[config.mk]
export PLATFORM = sky130hd
export DESIGN_NAME = sar_readout
export DESIGN_NICKNAME = d
export VERILOG_FILES = /design/src/core/sar_pkg.sv /design/src/core/sar_readout.sv /design/src/core/sar_edge_sync.sv
export SDC_FILE = /design/constraint.sdc
export NUM_CORES = 1
export LEC_CHECK = 0
export ABC_AREA = 0
export BUFFER_PORTS_ARGS = -buffer_cell sky130_fd_sc_hd__buf_2
export CORE_ASPECT_RATIO = 0.9
export CORE_UTILIZATION = 30
export CTS_CLUSTER_SIZE = 40
export DETAILED_ROUTE_END_ITERATION = 10
export SETUP_SLACK_MARGIN = 0.4
export SYNTH_ARGS = -nofsm -noshare
export SYNTH_HDL_FRONTEND = slang
export SYNTH_SLANG_ARGS = --single-unit
[constraint.sdc]
create_clock -name clk_i -period 4.44 [get_ports clk_i]
set_clock_uncertainty 0.1 [all_clocks]
set_input_delay 0.666 -clock clk_i [delete_from_list [all_inputs] [get_ports clk_i]]
set_output_delay 0.666 -clock clk_i [all_outputs]
set_load 0.1 [all_outputs]
[src/core/sar_pkg.sv]
`default_nettype none
package sar_pkg;

   // ------------------------------------------------------------------
   // sizes and timing
   // ------------------------------------------------------------------
   localparam int RES_W      = 12;
   localparam int CNT_W      = 9;
   localparam int BITCNT_W   = 4;
   localparam int CLK_NS     = 10;
   localparam int PWR_NS     = 1000;
   localparam int CONV_NS    = 3700;
   // pin synchroniser plus edge flop delay the fall seen by the core
   localparam int SYNC_LAT   = 3;
   // longest times round down
   localparam int PWR_CYC    = PWR_NS / CLK_NS;
   localparam int CONV_CYC   = CONV_NS / CLK_NS - SYNC_LAT;

   localparam logic [CNT_W-1:0]    PWR_LAST  = CNT_W'(PWR_CYC - 1);
   localparam logic [CNT_W-1:0]    CONV_LAST = CNT_W'(CONV_CYC - 1);
   localparam logic [BITCNT_W-1:0] BITS_ALL  = BITCNT_W'(RES_W);
   localparam logic [BITCNT_W-1:0] BIT_LAST  = BITCNT_W'(RES_W - 1);
   localparam int                  MSB       = RES_W - 1;

   // ------------------------------------------------------------------
   // positive capacitor source codes
   // ------------------------------------------------------------------
   localparam logic [1:0] CAP_NONE   = 2'h0;
   localparam logic [1:0] CAP_FIRST  = 2'h1;
   localparam logic [1:0] CAP_SECOND = 2'h2;
   localparam logic [1:0] CAP_DIFF   = 2'h3;

   typedef enum logic [4:0] {
      ST_IDLE  = 5'h01,
      ST_PWRUP = 5'h02,
      ST_TRACK = 5'h04,
      ST_CONV  = 5'h08,
      ST_READ  = 5'h10
   } sar_state_t;

   typedef struct packed {
      logic rise;
      logic fall;
   } sar_edges_t;

   typedef struct packed {
      logic       track;
      logic       powered;
      logic [1:0] pos_src;
      logic       neg_gnd;
      logic       bipolar;
   } sar_afe_t;

   typedef struct packed {
      sar_state_t          state;
      logic [CNT_W-1:0]    cnt;
      logic [BITCNT_W-1:0] bit_cnt;
      logic [RES_W-1:0]    shreg;
      logic                sel_second;
      logic                dout;
      logic                dout_oe_n;
      sar_afe_t            afe;
   } sar_regs_t;

   localparam sar_regs_t REGS_RST = '{
      state:      ST_IDLE,
      cnt:        '0,
      bit_cnt:    BITS_ALL,
      shreg:      '0,
      sel_second: 1'b0,
      dout:       1'b0,
      dout_oe_n:  1'b1,
      afe:        '{track: 1'b0, powered: 1'b0, pos_src: CAP_NONE,
                    neg_gnd: 1'b1, bipolar: 1'b0}
   };

endpackage
`default_nettype wire

[src/core/sar_readout.sv]
// Contract
// RULE_01: strobe rise powers up and puts track-and-hold into tracking.
// RULE_02: strobe fall switches to hold and starts the conversion.
// RULE_03: serial output changes only on serial clock falling edges; code also changes it on strobe rise and at conversion end.
// RULE_04: output driven low at conversion start, MSB shown when done.
// RULE_05: after all bits are shifted out the output goes high impedance.
// RULE_06: twelve bits shifted out, one per serial clock, MSB first.
// RULE_07: two-channel part: positive cap to chosen channel, negative to ground.
// RULE_08: host holds strobe high for the acquisition time, at least 1.4 us.
// RULE_09: power-up completes within 1 us of leaving shutdown.
// RULE_10: first channel: host raises strobe once, holds, then lowers it.
// RULE_11: conversion on internal timing, self shutdown, MSB within 3.7 us.
// RULE_12: host reads all twelve bits before next rise for first channel.
// RULE_13: second channel: high 30 ns, low 30 ns, high, hold, low.
// RULE_14: rise before twelve bits read selects second channel or mode.
// RULE_15: differential part: single pulse unipolar, double pulse bipolar.
// RULE_16: bipolar results two's complement, otherwise straight binary.
// RULE_17: host may read at any serial clock rate up to 8 MHz.
// RULE_18: read completion counted in serial clocks, count cleared on rise.
`timescale 1ns/1ns
`default_nettype none
module sar_readout #(
   parameter bit DIFF_VARIANT = 1'b0  // 1: differential, 0: two-channel
) (
   input  wire logic                      clk_i,            // 100 MHz
   input  wire logic                      resetn_i,         // async, low
   input  wire logic                      convert_strobe_i, // strobe pin
   input  wire logic                      sclk_i,           // serial clock
   input  wire logic [sar_pkg::RES_W-1:0] sample_i,         // offset binary
   output var  logic                      dout_o,           // serial data
   output var  logic                      dout_oe_n_o,      // low = drive
   output var  sar_pkg::sar_afe_t         afe_o             // analog ctrl
);
   import sar_pkg::*;

   // ------------------------------------------------------------------
   // reset release
   // ------------------------------------------------------------------
   logic [1:0] rst_sync_reg;
   logic       rst_n;

   always_ff @(posedge clk_i or negedge resetn_i) begin
      if (!resetn_i) begin
         rst_sync_reg <= 2'h0;
      end else begin
         rst_sync_reg <= {rst_sync_reg[0], 1'b1};
      end
   end

   assign rst_n = rst_sync_reg[1];

   // ------------------------------------------------------------------
   // pin edges
   // ------------------------------------------------------------------
   sar_edges_t       strb_e;
   sar_edges_t       sclk_e;
   logic       [1:0] pin_in;
   sar_edges_t [1:0] pin_e;

   // same path for both pins keeps their relative timing intact
   assign pin_in = {sclk_i, convert_strobe_i};

   for (genvar g = 0; g < $bits(pin_in); g++) begin : g_pin
      sar_edge_sync u_sar_edge_sync (
         .clk_i   (clk_i),
         .rst_n_i (rst_n),
         .pin_i   (pin_in[g]),
         .edges_o (pin_e[g])
      );
   end

   assign strb_e = pin_e[0];
   assign sclk_e = pin_e[1];

   // ------------------------------------------------------------------
   // helpers
   // ------------------------------------------------------------------
   // input is offset binary; bipolar flips the sign bit
   function automatic logic [RES_W-1:0] sar_format(
      input logic [RES_W-1:0] s,
      input logic             bip
   );
      sar_format = bip ? {~s[MSB], s[MSB-1:0]} : s;  // RULE_16
   endfunction

   // ------------------------------------------------------------------
   // state
   // ------------------------------------------------------------------
   sar_regs_t r_reg;
   sar_regs_t r_next;
   logic      conv_done;
   logic      sel2;

   assign conv_done = (r_reg.state == ST_CONV) && (r_reg.cnt == CONV_LAST);
   // a rise before the read completed means a second pulse
   assign sel2 = (r_reg.bit_cnt != BITS_ALL);  // RULE_14 RULE_18

   always_comb begin
      r_next = r_reg;
      if (strb_e.rise) begin
         // rise wins over everything, aborting any conversion or read
         r_next.state          = ST_PWRUP;  // RULE_01
         r_next.cnt            = '0;
         r_next.bit_cnt        = '0;  // RULE_18
         r_next.sel_second     = sel2;  // RULE_14
         r_next.dout           = 1'b0;
         r_next.dout_oe_n      = 1'b0;
         r_next.afe.track      = 1'b1;  // RULE_01
         r_next.afe.powered    = 1'b1;
         if (DIFF_VARIANT) begin
            r_next.afe.pos_src = CAP_DIFF;
            r_next.afe.neg_gnd = 1'b0;
            r_next.afe.bipolar = sel2;  // RULE_15
         end else begin
            r_next.afe.pos_src = sel2 ? CAP_SECOND : CAP_FIRST;  // RULE_07
            r_next.afe.neg_gnd = 1'b1;  // RULE_07
            r_next.afe.bipolar = 1'b0;  // RULE_16
         end
      end else begin
         case (r_reg.state)
            ST_PWRUP, ST_TRACK: begin
               if (strb_e.fall) begin
                  r_next.state     = ST_CONV;  // RULE_02
                  r_next.afe.track = 1'b0;  // RULE_02
                  r_next.cnt       = '0;
                  r_next.shreg     = sar_format(sample_i,
                                                r_reg.afe.bipolar);
                  r_next.dout      = 1'b0;  // RULE_04
                  r_next.dout_oe_n = 1'b0;
               end else if (r_reg.state == ST_PWRUP) begin
                  // wake-up is part of the acquisition interval
                  if (r_reg.cnt == PWR_LAST) begin
                     r_next.state = ST_TRACK;  // RULE_09
                  end else begin
                     r_next.cnt = r_reg.cnt + CNT_W'(1);
                  end
               end
            end
            ST_CONV: begin
               if (conv_done) begin
                  r_next.state       = ST_READ;  // RULE_11
                  r_next.afe.powered = 1'b0;  // RULE_11
                  r_next.dout        = r_reg.shreg[MSB];  // RULE_04
               end else begin
                  r_next.cnt = r_reg.cnt + CNT_W'(1);
               end
            end
            ST_READ: begin
               // serial clocks before the MSB is ready are ignored
               if (sclk_e.fall) begin  // RULE_03
                  r_next.bit_cnt = r_reg.bit_cnt + BITCNT_W'(1);  // RULE_18
                  if (r_reg.bit_cnt == BIT_LAST) begin
                     r_next.state     = ST_IDLE;
                     r_next.dout      = 1'b0;
                     r_next.dout_oe_n = 1'b1;  // RULE_05
                  end else begin
                     r_next.dout  = r_reg.shreg[MSB-1];  // RULE_06
                     r_next.shreg = {r_reg.shreg[MSB-1:0], 1'b0};
                  end
               end
            end
            ST_IDLE: begin
               r_next = r_reg;
            end
            default: begin
               r_next = REGS_RST;
            end
         endcase
      end
   end

   always_ff @(posedge clk_i or negedge rst_n) begin
      if (!rst_n) begin
         r_reg <= REGS_RST;
      end else begin
         r_reg <= r_next;
      end
   end

   assign dout_o      = r_reg.dout;
   assign dout_oe_n_o = r_reg.dout_oe_n;
   assign afe_o       = r_reg.afe;

   // ------------------------------------------------------------------
   // assertions
   // ------------------------------------------------------------------
   localparam int A_PWR  = PWR_CYC;
   localparam int A_CONV = CONV_CYC;

   a_rise_track: assert property ( // RULE_01
      @(posedge clk_i) disable iff (!rst_n)
      strb_e.rise |=> (r_reg.afe.track && r_reg.afe.powered
                       && !r_reg.dout_oe_n && !r_reg.dout))
      else $error("strobe rise did not start tracking");

   a_fall_hold: assert property ( // RULE_02
      @(posedge clk_i) disable iff (!rst_n)
      (strb_e.fall && r_reg.afe.track)
      |=> (!r_reg.afe.track && r_reg.state == ST_CONV))
      else $error("strobe fall did not start conversion");

   a_dout_on_fall: assert property ( // RULE_03
      @(posedge clk_i) disable iff (!rst_n)
      (r_reg.dout != $past(r_reg.dout))
      |-> ($past(sclk_e.fall) || $past(strb_e.rise) || $past(conv_done)))
      else $error("serial output changed without a cause");

   a_conv_low: assert property ( // RULE_04
      @(posedge clk_i) disable iff (!rst_n)
      (r_reg.state == ST_CONV) |-> (!r_reg.dout && !r_reg.dout_oe_n))
      else $error("serial output not low while converting");

   a_msb_shown: assert property ( // RULE_04
      @(posedge clk_i) disable iff (!rst_n)
      (conv_done && !strb_e.rise)
      |=> (r_reg.dout == $past(r_reg.shreg[MSB]) && !r_reg.dout_oe_n))
      else $error("MSB not presented at conversion end");

   a_release_hiz: assert property ( // RULE_05
      @(posedge clk_i) disable iff (!rst_n)
      (r_reg.state == ST_READ && sclk_e.fall && !strb_e.rise
       && r_reg.bit_cnt == BIT_LAST)
      |=> (r_reg.dout_oe_n && r_reg.state == ST_IDLE))
      else $error("output not released after last bit");

   a_msb_first: assert property ( // RULE_06
      @(posedge clk_i) disable iff (!rst_n)
      (r_reg.state == ST_READ && sclk_e.fall && !strb_e.rise
       && r_reg.bit_cnt != BIT_LAST)
      |=> (r_reg.dout == $past(r_reg.shreg[MSB-1])
           && r_reg.bit_cnt == $past(r_reg.bit_cnt) + BITCNT_W'(1)))
      else $error("wrong bit order on serial output");

   a_cap_route: assert property ( // RULE_07
      @(posedge clk_i) disable iff (!rst_n)
      (!DIFF_VARIANT && r_reg.afe.track)
      |-> (r_reg.afe.neg_gnd && r_reg.afe.pos_src ==
           (r_reg.sel_second ? CAP_SECOND : CAP_FIRST)))
      else $error("sampling capacitors routed wrongly");

   a_pwr_bound: assert property ( // RULE_09
      @(posedge clk_i) disable iff (!rst_n)
      $rose(r_reg.state == ST_PWRUP) |-> ##[1:A_PWR]
      (r_reg.state != ST_PWRUP))
      else $error("power-up took too long");

   a_conv_bound: assert property ( // RULE_11
      @(posedge clk_i) disable iff (!rst_n)
      $rose(r_reg.state == ST_CONV) |-> ##[1:A_CONV]
      (r_reg.state != ST_CONV))
      else $error("conversion took too long");

   a_second_sel: assert property ( // RULE_14
      @(posedge clk_i) disable iff (!rst_n)
      strb_e.rise |=> (r_reg.sel_second ==
                       ($past(r_reg.bit_cnt) != BITS_ALL)))
      else $error("channel selection wrong after rise");

   a_bip_format: assert property ( // RULE_16
      @(posedge clk_i) disable iff (!rst_n)
      (strb_e.fall && r_reg.afe.track && !strb_e.rise)
      |=> (r_reg.shreg == ($past(r_reg.afe.bipolar)
           ? {~$past(sample_i[MSB]), $past(sample_i[MSB-1:0])}
           : $past(sample_i))))
      else $error("result coding wrong");

   a_read_restart: assert property ( // RULE_18
      @(posedge clk_i) disable iff (!rst_n)
      strb_e.rise |=> (r_reg.bit_cnt == '0 && r_reg.state == ST_PWRUP))
      else $error("read count not cleared by strobe rise");

   a_pol_select: assert property ( // RULE_15
      @(posedge clk_i) disable iff (!rst_n)
      strb_e.rise |=> (r_reg.afe.bipolar == (DIFF_VARIANT && $past(sel2))))
      else $error("polarity selection wrong after rise");

   a_diff_route: assert property ( // RULE_07
      @(posedge clk_i) disable iff (!rst_n)
      (DIFF_VARIANT && r_reg.afe.track)
      |-> (!r_reg.afe.neg_gnd && r_reg.afe.pos_src == CAP_DIFF))
      else $error("differential capacitors routed wrongly");

   a_conv_power: assert property ( // RULE_02
      @(posedge clk_i) disable iff (!rst_n)
      (r_reg.state == ST_CONV)
      |-> (r_reg.afe.powered && !r_reg.afe.track))
      else $error("converter not holding while converting");

   a_self_off: assert property ( // RULE_11
      @(posedge clk_i) disable iff (!rst_n)
      (r_reg.state == ST_READ || r_reg.state == ST_IDLE)
      |-> (!r_reg.afe.powered && !r_reg.afe.track))
      else $error("converter still powered after conversion");

   a_idle_hiz: assert property ( // RULE_05
      @(posedge clk_i) disable iff (!rst_n)
      (r_reg.state == ST_IDLE) |-> (r_reg.dout_oe_n && !r_reg.dout))
      else $error("serial output driven while idle");

   a_track_power: assert property ( // RULE_09
      @(posedge clk_i) disable iff (!rst_n)
      (r_reg.state == ST_TRACK)
      |-> (r_reg.afe.powered && r_reg.afe.track && r_reg.cnt == PWR_LAST))
      else $error("tracking entered before power-up finished");

endmodule
`default_nettype wire

[src/core/sar_edge_sync.sv]
`timescale 1ns/1ns
`default_nettype none
module sar_edge_sync (
   input  wire logic          clk_i,    // core clock
   input  wire logic          rst_n_i,  // synchronised reset, active low
   input  wire logic          pin_i,    // asynchronous pin
   output var  sar_pkg::sar_edges_t edges_o  // one-cycle edge pulses
);
   import sar_pkg::*;

   // ------------------------------------------------------------------
   // two sync flops, third flop holds the previous level
   // ------------------------------------------------------------------
   logic [2:0] sh_reg;

   always_ff @(posedge clk_i or negedge rst_n_i) begin
      if (!rst_n_i) begin
         sh_reg <= 3'h0;
      end else begin
         sh_reg <= {sh_reg[1:0], pin_i};
      end
   end

   // only the second and third flops feed the edge logic
   always_comb begin
      edges_o.rise = sh_reg[1] & ~sh_reg[2];
      edges_o.fall = ~sh_reg[1] & sh_reg[2];
   end

endmodule
`default_nettype wire

==> flow_metrics.env, run 1 <==
export IMPL_layoutNonFillerInstCount=357
export IMPL_critical_path_slowest_cell="or4_1"
export IMPL_cts_sink_count=44
export IMPL_regToRegSetupSlack_ns=1.69
export IMPL_critical_path_cell_chain="ha_1 -> or4_1 -> nor4_1 -> a311o_1 -> or2_1 -> o41ai_2"
export IMPL_cp_required_ns=4.52
export IMPL_number_of_cells_upsized_or_downsized_after_cts=0
export IMPL_postCtsSetupRepairBufs=0
export IMPL_grt_max_degree=43
export IMPL_tritoncts="done"
export IMPL_most_common_library_cell_in_the_layout_ignoring_fill_and_taps="dfrtp_1"
export IMPL_crit_path_end="r_reg[31]$_DFFE_PN0P_"
export IMPL_hold_buffers=0
export IMPL_setup_worst_path_end_class="flop"
export IMPL_critPathLaunch="g_pin[0].u_sar_edge_sync.sh_reg[1]$_DFF_PN0_"
export IMPL_slew_viol_final=0
export IMPL_net_switching_power_uw=764.1
export IMPL_post_drt_via_cell_ratio=5.258
export IMPL_seqPwrFrac_pct=38.3
export IMPL_detailedPlacementHpwl_mm=3.462
export IMPL_post_route_period_util_pct=61.88
export IMPL_power_density_nw_per_um2=648.7
export IMPL_drt_wl_total_mm=4.978
export IMPL_overflow=0
export IMPL_synth_avg_cell_area_um2=9.581
export IMPL_cts_path_max_buffers=2
export IMPL_yosys_warnings=0
export IMPL_comb_power_share_pct=42.6
export IMPL_share_clk_of_total_power_pct=19.1
export IMPL_post_route_minimum_period_ns=2.747
export IMPL_cts_made_buffers=5
export IMPL_worst_ep_arrival_time_ns=2.83
export IMPL_portBuffers=21
export IMPL_timing_critical_path_fanout_max=22
export IMPL_max_slew_margin_rel_pct=24.33
export IMPL_core_occupancy_in_the_finished_layout_pct=34.54
export IMPL_timing_reg2reg_worst_path_depth=6
export IMPL_vias=1877
export IMPL_ir_drop_uv=276.6
export IMPL_critPathKind="flop to flop"
export IMPL_final_hold_violation_count=0
export IMPL_critical_path_max_stage_delay_ns=0.53
export IMPL_synth_cell_area_um2=2405
export IMPL_syn_inst=251
export IMPL_final_cell_area_um2=2645
export IMPL_postSynth_asyncResetShare_pct=100.0
export IMPL_remaining_routing_drc_violations=0
export IMPL_rows=30
export IMPL_cts_htree_levels=2
export IMPL_swShare_pct=44.53
export IMPL_antenna_cells=0
export IMPL_setup_tns_final_ns=0
export IMPL_area_growth_syn_to_layout_pct=9.990
export IMPL_starting_density_of_the_core_pct=31.41
export IMPL_worstSetupStartpointType="flop"
export IMPL_synth_cell_types=57
export IMPL_dp_worst_setup_slack_ns=1.683
export IMPL_cell_chosen_for_the_clock_root="clkbuf_8"
export IMPL_grt_use_total_pct=13.34
export IMPL_maxClockFrequency_mhz=364.0
export IMPL_worstSkewPairLatency_ns=0.30
export IMPL_dr_first_iter_drc_count=137
export IMPL_antenna_violating_nets_post_route=0
export IMPL_regToRegEndpoint="r_reg[31]$_DFFE_PN0P_"
export IMPL_die_area_um2=8379
export IMPL_run_status="completed"
export IMPL_first_global_vias=1806
export IMPL_dpl_instance_area_um2=2524
export IMPL_largest_register_ff_count=30
export IMPL_die_height_um=86.94
export IMPL_io_pins=24
export IMPL_rsz0062_at_grt="no"
export IMPL_num_nets_final=282
export IMPL_worst_setup_hold_path_clk_slew_ns=0.09
export IMPL_drt_wirelength_per_cell_um=13.94
export IMPL_max_cap_viol_count=0
export IMPL_layout_drive_gt1_share_pct=15.33
export IMPL_postSynthRegisterBits=44
export IMPL_most_common_layout_cells="dfrtp_1 (39), nor2_1 (25), buf_2 (21), a21oi_1 (16), inv_1 (15)"
export IMPL_die_w_um=96.38
export IMPL_total_leakage_power_uw=0.001125
export IMPL_number_of_antenna_violations_at_the_first_check_in_global_routing=0
export IMPL_dp_cells=349
export IMPL_worst_pin_slew_ns=1.135
export IMPL_setup_viol_count_final=0
export IMPL_drt_pass1_iter_count=4
export IMPL_hp_class="primary input to asynchronous set/reset pin"
export IMPL_grt_pass1_wl_mm=8.714
export IMPL_postSynth_topFlopCell="dfrtp_1"
export IMPL_core_um2=7657
export IMPL_p_int_uw=951.6
export IMPL_yosysSeqAreaShare_pct=45.99
export IMPL_r2r_start="g_pin[0].u_sar_edge_sync.sh_reg[1]$_DFF_PN0_"
export IMPL_finalWeightedCongestion=0.8139
export IMPL_final_worst_slack_ns=1.693
export IMPL_synth_edf_count=0
metal layers:
layer  up-vias  global-route usage (%)  part of all wire, %
li1        925                       -                    -
met1       898                   19.10                   50
met2        48                   19.79                   44
met3         6                   2.967                  4.4
met4         0                   4.545                  1.2
met5         -                       0                    0
layout make-up:
cell class | count | area (um^2)
well taps | 96 | 120.1
fillers | 796 | 5012
clock buffers | 6 | 82.58
multi-input cells | 172 | 1127
clock inverters | 2 | 38.79
repair buffers | 22 | 112.6
inverters | 15 | 56.30
flip-flops and latches | 44 | 1107
worst max-delay path, delay by kind of cell (launching register included):
family | cells | cell delay, ns
AOI/OAI and AO/OA | 2 | 0.54
adders and majority gates | 1 | 0.48
DFF | 1 | 0.41
and+or+nand+nor | 3 | 1.10
worst min-delay path by stage:
stage,start,endpoint,slack [ns]
final,resetn_i,rst_sync_reg[1]$_DFF_PN0_,0.03
after global routing,resetn_i,rst_sync_reg[0]$_DFF_PN0_,0.02
after CTS,resetn_i,rst_sync_reg[1]$_DFF_PN0_,0.03
after detailed placement,g_pin[0].u_sar_edge_sync.sh_reg[0]$_DFF_PN0_,g_pin[0].u_sar_edge_sync.sh_reg[1]$_DFF_PN0_,0.24
after global placement,g_pin[1].u_sar_edge_sync.sh_reg[0]$_DFF_PN0_,g_pin[1].u_sar_edge_sync.sh_reg[1]$_DFF_PN0_,0.24
after floorplan,g_pin[0].u_sar_edge_sync.sh_reg[0]$_DFF_PN0_,g_pin[0].u_sar_edge_sync.sh_reg[1]$_DFF_PN0_,0.23
through the flow:
stage / total power [uW] / hold WS, ns
6_report: 1716 / 0.03248
5_1_grt: 1843 / 0.02010
4_1_cts: 1723 / 0.02722
3_5_place_dp: 1392 / 0.2362
3_3_place_gp: 1379 / 0.2373
2_1_floorplan: 1284 / 0.2312
cell usage after synthesis, types with 2 or more instances:
library cell | instances | area, um^2
buf_2 | 6 | 30.03
o21ai_1 | 4 | 20.02
or4b_1 | 2 | 20.02
ha_1 | 6 | 75.07
nand2_1 | 11 | 41.29
buf_6 | 3 | 33.78
buf_4 | 6 | 45.04
nor4b_1 | 2 | 17.52
o211ai_1 | 3 | 22.52
a21o_1 | 3 | 22.52
nand2b_1 | 5 | 31.28
a21oi_1 | 16 | 80.08
or2_1 | 2 | 12.51
inv_1 | 15 | 56.30
nor3_1 | 3 | 15.01
nand3_1 | 7 | 35.03
xnor2_1 | 3 | 26.28
nand3b_1 | 2 | 15.01
dfstp_2 | 4 | 105.1
nor2b_1 | 4 | 25.02
o31ai_1 | 11 | 82.58
a22oi_1 | 11 | 82.58
nor4_1 | 5 | 31.28
nor2_1 | 25 | 93.84
nand4_1 | 3 | 18.77
dfrtp_1 | 40 | 1001
o21ai_0 | 13 | 65.06
clkbuf_1 | 6 | 22.52
conb_1 | 2 | 7.510
cell families (layout without fill, tap and decap cells):
group           Yosys count  in the layout  share of synthesized area, %
compound gates           79             79                         22.63
simple gates             79             79                         18.21
flops                    44             44                         45.99
buf+inv                  36             45                         7.804
fa+ha+maj                 6              6                         3.122
xor+xnor                  4              4                         1.457
other cells               2              3                        0.3123
mux                       1              1                        0.4682
power by group through the flow:
stage / Sequential, uW / Clock, uW / Combinational [uW]
5_1_grt: 677 / 348 / 818
6_report: 657 / 328 / 731
3_5_place_dp: 664 / 0 / 729
4_1_cts: 656 / 334 / 733
2_1_floorplan: 625 / 0 / 659
3_3_place_gp: 661 / 0 / 718
No activity file was read; power rests on OpenSTA's default activity.
==> run 2, diff against run 1 <==
==> constraint.sdc (replaced) <==
create_clock -name clk_i -period 2.3 [get_ports clk_i]
set_clock_uncertainty 0.1 [all_clocks]
set_input_delay 0.345 -clock clk_i [delete_from_list [all_inputs] [get_ports clk_i]]
set_output_delay 0.345 -clock clk_i [all_outputs]
set_load 0.1 [all_outputs]
==> flow_metrics.env, run 2 (synthesis results as in run 1) <==
export IMPL_first_global_vias=2067
export IMPL_power_density_nw_per_um2=1250
export IMPL_critical_path_max_stage_delay_ns=0.43
export IMPL_most_common_layout_cells="buf_4 (38), dfrtp_1 (35), buf_2 (21), nor2_1 (15), buf_6 (15)"
export IMPL_area_growth_syn_to_layout_pct=46.10
export IMPL_die_height_um=86.94
export IMPL_drt_wl_total_mm=6.744
export IMPL_worstSetupStartpointType="flop"
export IMPL_setup_viol_count_final=0
export IMPL_grt_use_total_pct=16.11
export IMPL_die_w_um=96.38
export IMPL_critical_path_slowest_cell="dfrtp_1"
export IMPL_worst_pin_slew_ns=0.5882
export IMPL_setup_worst_path_end_class="flop"
export IMPL_cts_made_buffers=5
export IMPL_timing_critical_path_fanout_max=4
export IMPL_final_worst_slack_ns=0.1573
export IMPL_critical_path_cell_chain="inv_2 -> ha_2 -> nand4_1 -> o2111ai_2 -> o211ai_1 -> a211o_1 -> mux2_4"
export IMPL_seqPwrFrac_pct=28.0
export IMPL_cell_chosen_for_the_clock_root="clkbuf_8"
export IMPL_share_clk_of_total_power_pct=14.3
export IMPL_slew_viol_final=0
export IMPL_run_status="completed"
export IMPL_detailedPlacementHpwl_mm=3.741
export IMPL_cp_required_ns=2.40
export IMPL_dp_worst_setup_slack_ns=0.05604
export IMPL_hp_class="primary input to flop"
export IMPL_remaining_routing_drc_violations=0
export IMPL_dp_cells=362
export IMPL_post_route_minimum_period_ns=2.143
export IMPL_worstSkewPairLatency_ns=0.30
export IMPL_io_pins=24
export IMPL_grt_pass1_wl_mm=10.36
export IMPL_tritoncts="done"
export IMPL_number_of_antenna_violations_at_the_first_check_in_global_routing=0
export IMPL_max_slew_margin_rel_pct=60.29
export IMPL_net_switching_power_uw=1920
export IMPL_total_leakage_power_uw=0.001490
export IMPL_most_common_library_cell_in_the_layout_ignoring_fill_and_taps="buf_4"
export IMPL_maxClockFrequency_mhz=466.7
export IMPL_antenna_violating_nets_post_route=0
export IMPL_portBuffers=21
export IMPL_cts_htree_levels=2
export IMPL_core_um2=7657
export IMPL_drt_pass1_iter_count=4
export IMPL_final_cell_area_um2=3513
export IMPL_dr_first_iter_drc_count=94
export IMPL_rows=30
export IMPL_overflow=0
export IMPL_cts_sink_count=44
export IMPL_comb_power_share_pct=57.6
export IMPL_worst_ep_arrival_time_ns=2.24
export IMPL_dpl_instance_area_um2=2655
export IMPL_setup_tns_final_ns=0
export IMPL_p_int_uw=2472
export IMPL_rsz0062_at_grt="yes"
export IMPL_critPathKind="flop to flop"
export IMPL_vias=2204
export IMPL_post_drt_via_cell_ratio=5.324
export IMPL_grt_max_degree=23
export IMPL_die_area_um2=8379
export IMPL_largest_register_ff_count=30
export IMPL_num_nets_final=339
export IMPL_layout_drive_gt1_share_pct=49.69
export IMPL_ir_drop_uv=573.9
export IMPL_cts_path_max_buffers=2
export IMPL_final_hold_violation_count=0
export IMPL_post_route_period_util_pct=93.16
export IMPL_antenna_cells=0
export IMPL_layoutNonFillerInstCount=414
export IMPL_worst_setup_hold_path_clk_slew_ns=0.10
export IMPL_drt_wirelength_per_cell_um=16.29
export IMPL_num_fill_cells=725
export IMPL_starting_density_of_the_core_pct=31.41
export IMPL_swShare_pct=43.72
export IMPL_max_cap_viol_count=0
export IMPL_finalWeightedCongestion=0.8444
run 2: final cells by class:
class | instances | area [um^2] | area share, %
Multi-Input combinational cell | 172 | 1468 | 41.77
Sequential cell | 44 | 1112 | 31.66
Timing Repair Buffer | 79 | 639.4 | 18.20
Tap cell | 96 | 120.1 | 3.419
Clock buffer | 5 | 68.82 | 1.959
Inverter | 15 | 58.81 | 1.674
Clock inverter | 3 | 46.29 | 1.318
run 2: final timing paths:
| kind | startpoint | end | slack [ns] | cells after the start |
|---|---|---|---|---|
| worst min-delay path | sclk_i | g_pin[1].u_sar_edge_sync.sh_reg[0]$_DFF_PN0_ | 0.04 | 1 |
| worst min register to register | rst_sync_reg[1]$_DFF_PN0_ | r_reg[28]$_DFFE_PN0P_ | 0.15 | 0 |
| max in group asynchronous | rst_sync_reg[1]$_DFF_PN0_ | r_reg[23]$_DFFE_PN1P_ | 1.38 | 1 |
| worst max-delay path | r_reg[25]$_DFFE_PN0P_ | r_reg[35]$_DFFE_PN0P_ | 0.16 | 7 |
| min in group asynchronous | rst_sync_reg[1]$_DFF_PN0_ | r_reg[28]$_DFFE_PN0P_ | 0.15 | 0 |
| worst max register to register | r_reg[25]$_DFFE_PN0P_ | r_reg[35]$_DFFE_PN0P_ | 0.16 | 7 |
run 2: power by group through the flow:
stage          sequential, uW  combinational, uW  clock [uW]
4_1_cts                  1200               2070         633
2_1_floorplan            1210               1330           0
3_5_place_dp             1250               1590           0
6_report                 1230               2530         629
3_3_place_gp             1240               1570           0
5_1_grt                  1260               2690         668
run 2: per-layer routing:
layer | track usage [%] | up-vias | wire length, um
met5 | 0 | - | 0
met4 | 6.283 | 0 | 87
met3 | 3.141 | 6 | 198
met2 | 24.63 | 46 | 3304
met1 | 22.42 | 1116 | 3153
li1 | - | 1036 | -
run 2: stage by stage:
step	power (uW)	util [%]	hold WS [ns]
2_1_floorplan	2540	-	-0.05059
3_3_place_gp	2812	34.67	0.03010
3_5_place_dp	2846	34.67	0.03263
4_1_cts	3908	41.73	0.03629
5_1_grt	4624	45.88	0.03328
6_report	4392	45.88	0.04282
run 2: critical path, delay by kind of cell (launching register included):
family / cells / cell delay (ns)
AOI/OAI and AO/OA: 3 / 0.80
muxes: 1 / 0.31
buffers and inverters: 1 / 0.07
adders and majority gates: 1 / 0.15
DFF: 1 / 0.43
and+or+nand+nor: 1 / 0.18
run 2: repair_timing:
| action | in CTS | in global routing |
|---|---|---|
| setup buffers | 25 | 16 |
| pin swaps | 14 | 20 |
| setup endpoints to repair | 34 | 35 |
| hold endpoints to repair | 2 | 0 |
| gates cloned | 2 | 0 |
| gates resized for setup | 42 | 54 |
| hold buffers | 1 | 0 |
==> run 3, diff against run 2 <==
--- a/config.mk
+++ b/config.mk
@@ -8,9 +8,10 @@
 export ABC_AREA = 0
 export BUFFER_PORTS_ARGS = -buffer_cell sky130_fd_sc_hd__buf_2
 export CORE_ASPECT_RATIO = 0.9
-export CORE_UTILIZATION = 30
+export CORE_UTILIZATION = 53
 export CTS_CLUSTER_SIZE = 40
 export DETAILED_ROUTE_END_ITERATION = 10
+export PLACE_DENSITY = 0.76
 export SETUP_SLACK_MARGIN = 0.4
 export SYNTH_ARGS = -nofsm -noshare
 export SYNTH_HDL_FRONTEND = slang
==> flow_metrics.env, run 3 (synthesis results as in run 1) <==
export IMPL_setup_viol_count_final=0
export IMPL_setup_worst_path_end_class="flop"
export IMPL_hp_class="primary input to flop"
export IMPL_run_status="completed"
export IMPL_slew_viol_final=0
export IMPL_seqPwrFrac_pct=26.5
export IMPL_holdWs_ns=0.03955
export IMPL_comb_power_share_pct=60.4
export IMPL_cp_required_ns=2.39
export IMPL_worst_ep_arrival_time_ns=2.27
export IMPL_dpl_instance_area_um2=2643
export IMPL_worst_pin_slew_ns=0.5632
export IMPL_die_area_um2=4811
export IMPL_num_fill_cells=209
export IMPL_met3_length_um=685
export IMPL_post_route_minimum_period_ns=2.177
export IMPL_overflow=0
export IMPL_swShare_pct=46.43
export IMPL_share_clk_of_total_power_pct=13.1
export IMPL_vias=2514
export IMPL_most_common_layout_cells="buf_4 (42), dfrtp_1 (35), buf_2 (21), inv_1 (14), a21oi_2 (14)"
export IMPL_cell_chosen_for_the_clock_root="clkbuf_8"
export IMPL_worst_setup_hold_path_clk_slew_ns=0.09
export IMPL_cts_path_max_buffers=2
export IMPL_holdCritStartpoint="sclk_i"
export IMPL_detailedPlacementHpwl_mm=3.827
export IMPL_portBuffers=21
export IMPL_post_route_period_util_pct=94.66
export IMPL_r2r_start="r_reg[26]$_DFFE_PN0P_"
export IMPL_rows=22
export IMPL_timing_reg2reg_worst_path_depth=7
export IMPL_net_switching_power_uw=2257
export IMPL_wl_met1_mm=3.193
export IMPL_total_leakage_power_uw=0.001502
export IMPL_drt_pass1_iter_count=5
export IMPL_cts_sink_count=44
export IMPL_top_signal_layer_used="met4"
export IMPL_regToRegSetupSlack_ns=0.12
export IMPL_first_global_vias=2174
export IMPL_final_hold_violation_count=0
export IMPL_final_worst_slack_ns=0.1229
export IMPL_whs_endpoint="g_pin[1].u_sar_edge_sync.sh_reg[0]$_DFF_PN0_"
export IMPL_finalWeightedCongestion=0.9084
export IMPL_critPathKind="flop to flop"
export IMPL_antenna_violating_nets_post_route=0
export IMPL_die_w_um=73.01
export IMPL_area_growth_syn_to_layout_pct=47.19
export IMPL_grt_use_total_pct=28.84
export IMPL_power_density_nw_per_um2=1374
export IMPL_dp_worst_setup_slack_ns=0.07099
export IMPL_grt_max_degree=25
export IMPL_max_slew_margin_rel_pct=62.45
export IMPL_ir_drop_uv=885.1
export IMPL_worstSetupStartpointType="flop"
export IMPL_worstSkewPairLatency_ns=0.31
export IMPL_most_common_library_cell_in_the_layout_ignoring_fill_and_taps="buf_4"
export IMPL_setup_tns_final_ns=0
export IMPL_dr_first_iter_drc_count=254
export IMPL_rsz0062_at_grt="yes"
export IMPL_layout_drive_gt1_share_pct=53.29
export IMPL_drt_wirelength_per_cell_um=22.26
export IMPL_cts_htree_levels=2
export IMPL_met2WireLength_mm=4.020
export IMPL_max_cap_viol_count=0
export IMPL_regToRegEndpoint="r_reg[30]$_DFFE_PN0P_"
export IMPL_cts_made_buffers=5
export IMPL_antenna_cells=0
export IMPL_p_int_uw=2604
export IMPL_tritoncts="done"
export IMPL_num_nets_final=340
export IMPL_post_drt_via_cell_ratio=6.633
export IMPL_drt_wl_total_mm=8.435
export IMPL_maxClockFrequency_mhz=459.3
export IMPL_die_height_um=65.91
export IMPL_layoutNonFillerInstCount=379
export IMPL_number_of_antenna_violations_at_the_first_check_in_global_routing=0
export IMPL_timing_critical_path_fanout_max=6
export IMPL_grt_pass1_wl_mm=10.38
export IMPL_remaining_routing_drc_violations=0
export IMPL_dp_cells=332
export IMPL_io_pins=24
export IMPL_starting_density_of_the_core_pct=57.10
export IMPL_core_um2=4212
export IMPL_final_cell_area_um2=3540
export IMPL_hold_path_depth=1
export IMPL_largest_register_ff_count=30
-- run 3: cell count changes in the layout (fill, tap and decap cells not counted), sizes merged --
cell  change
buf       +1
-- run 3: power by group through the flow --
| stage | combinational (uW) | clock (uW) | sequential, uW |
|---|---|---|---|
| 2_1_floorplan | 1330 | 0 | 1210 |
| 3_3_place_gp | 1620 | 0 | 1230 |
| 3_5_place_dp | 1650 | 0 | 1240 |
| 4_1_cts | 2130 | 616 | 1200 |
| 5_1_grt | 3060 | 666 | 1300 |
| 6_report | 2940 | 637 | 1290 |
-- run 3: worst max path at each step --
stage                                                 startpoint                     to
floorplan                                  r_reg[25]$_DFFE_PN0P_  r_reg[35]$_DFFE_PN0P_
global placement                           r_reg[36]$_DFFE_PN0P_  r_reg[31]$_DFFE_PN0P_
detailed placement                         r_reg[25]$_DFFE_PN0P_  r_reg[29]$_DFFE_PN0P_
CTS                 g_pin[0].u_sar_edge_sync.sh_reg[1]$_DFF_PN0_  r_reg[30]$_DFFE_PN0P_
global route                               r_reg[26]$_DFFE_PN0P_  r_reg[30]$_DFFE_PN0P_
finish                                     r_reg[26]$_DFFE_PN0P_  r_reg[30]$_DFFE_PN0P_
-- run 3: cell type report --
type	instances	area [um^2]	area share, %
clock buffer	5	68.82	1.944
clock inverter	3	46.29	1.308
inverter	15	56.30	1.591
multi-input combinational	172	1554	43.90
sequential	44	1112	31.42
tap	60	75.07	2.121
timing repair buffer	80	626.9	17.71
-- run 3: repair_timing --
item	in CTS	in global routing
hold buffers	1	0
resized for setup	42	73
setup buffers	25	11
hold endpoints to repair	2	0
pin swaps	12	19
cloned	2	0
endpoints found under the setup margin	32	35
-- run 3: critical path, cell delays in order, from the launching register on --
cell and delay (ns):
dfrtp_1 0.41, ha_2 0.19, or4b_4 0.47, o211ai_1 0.23, a311o_1 0.30, buf_6 0.15
nor3_2 0.04, o22a_1 0.18
-- run 3: metal layers --
layer | up-vias | GRT usage [%]
met5 | - | 0
met4 | 0 | 9.804
met3 | 57 | 6.555
met2 | 175 | 48.50
met1 | 1243 | 36.50
li1 | 1039 | -
-- run 3: metrics by stage --
stage	power, uW	util (%)
2_1_floorplan	2540	-
3_3_place_gp	2844	62.75
3_5_place_dp	2897	62.75
4_1_cts	3944	75.13
5_1_grt	5029	84.05
6_report	4862	84.05
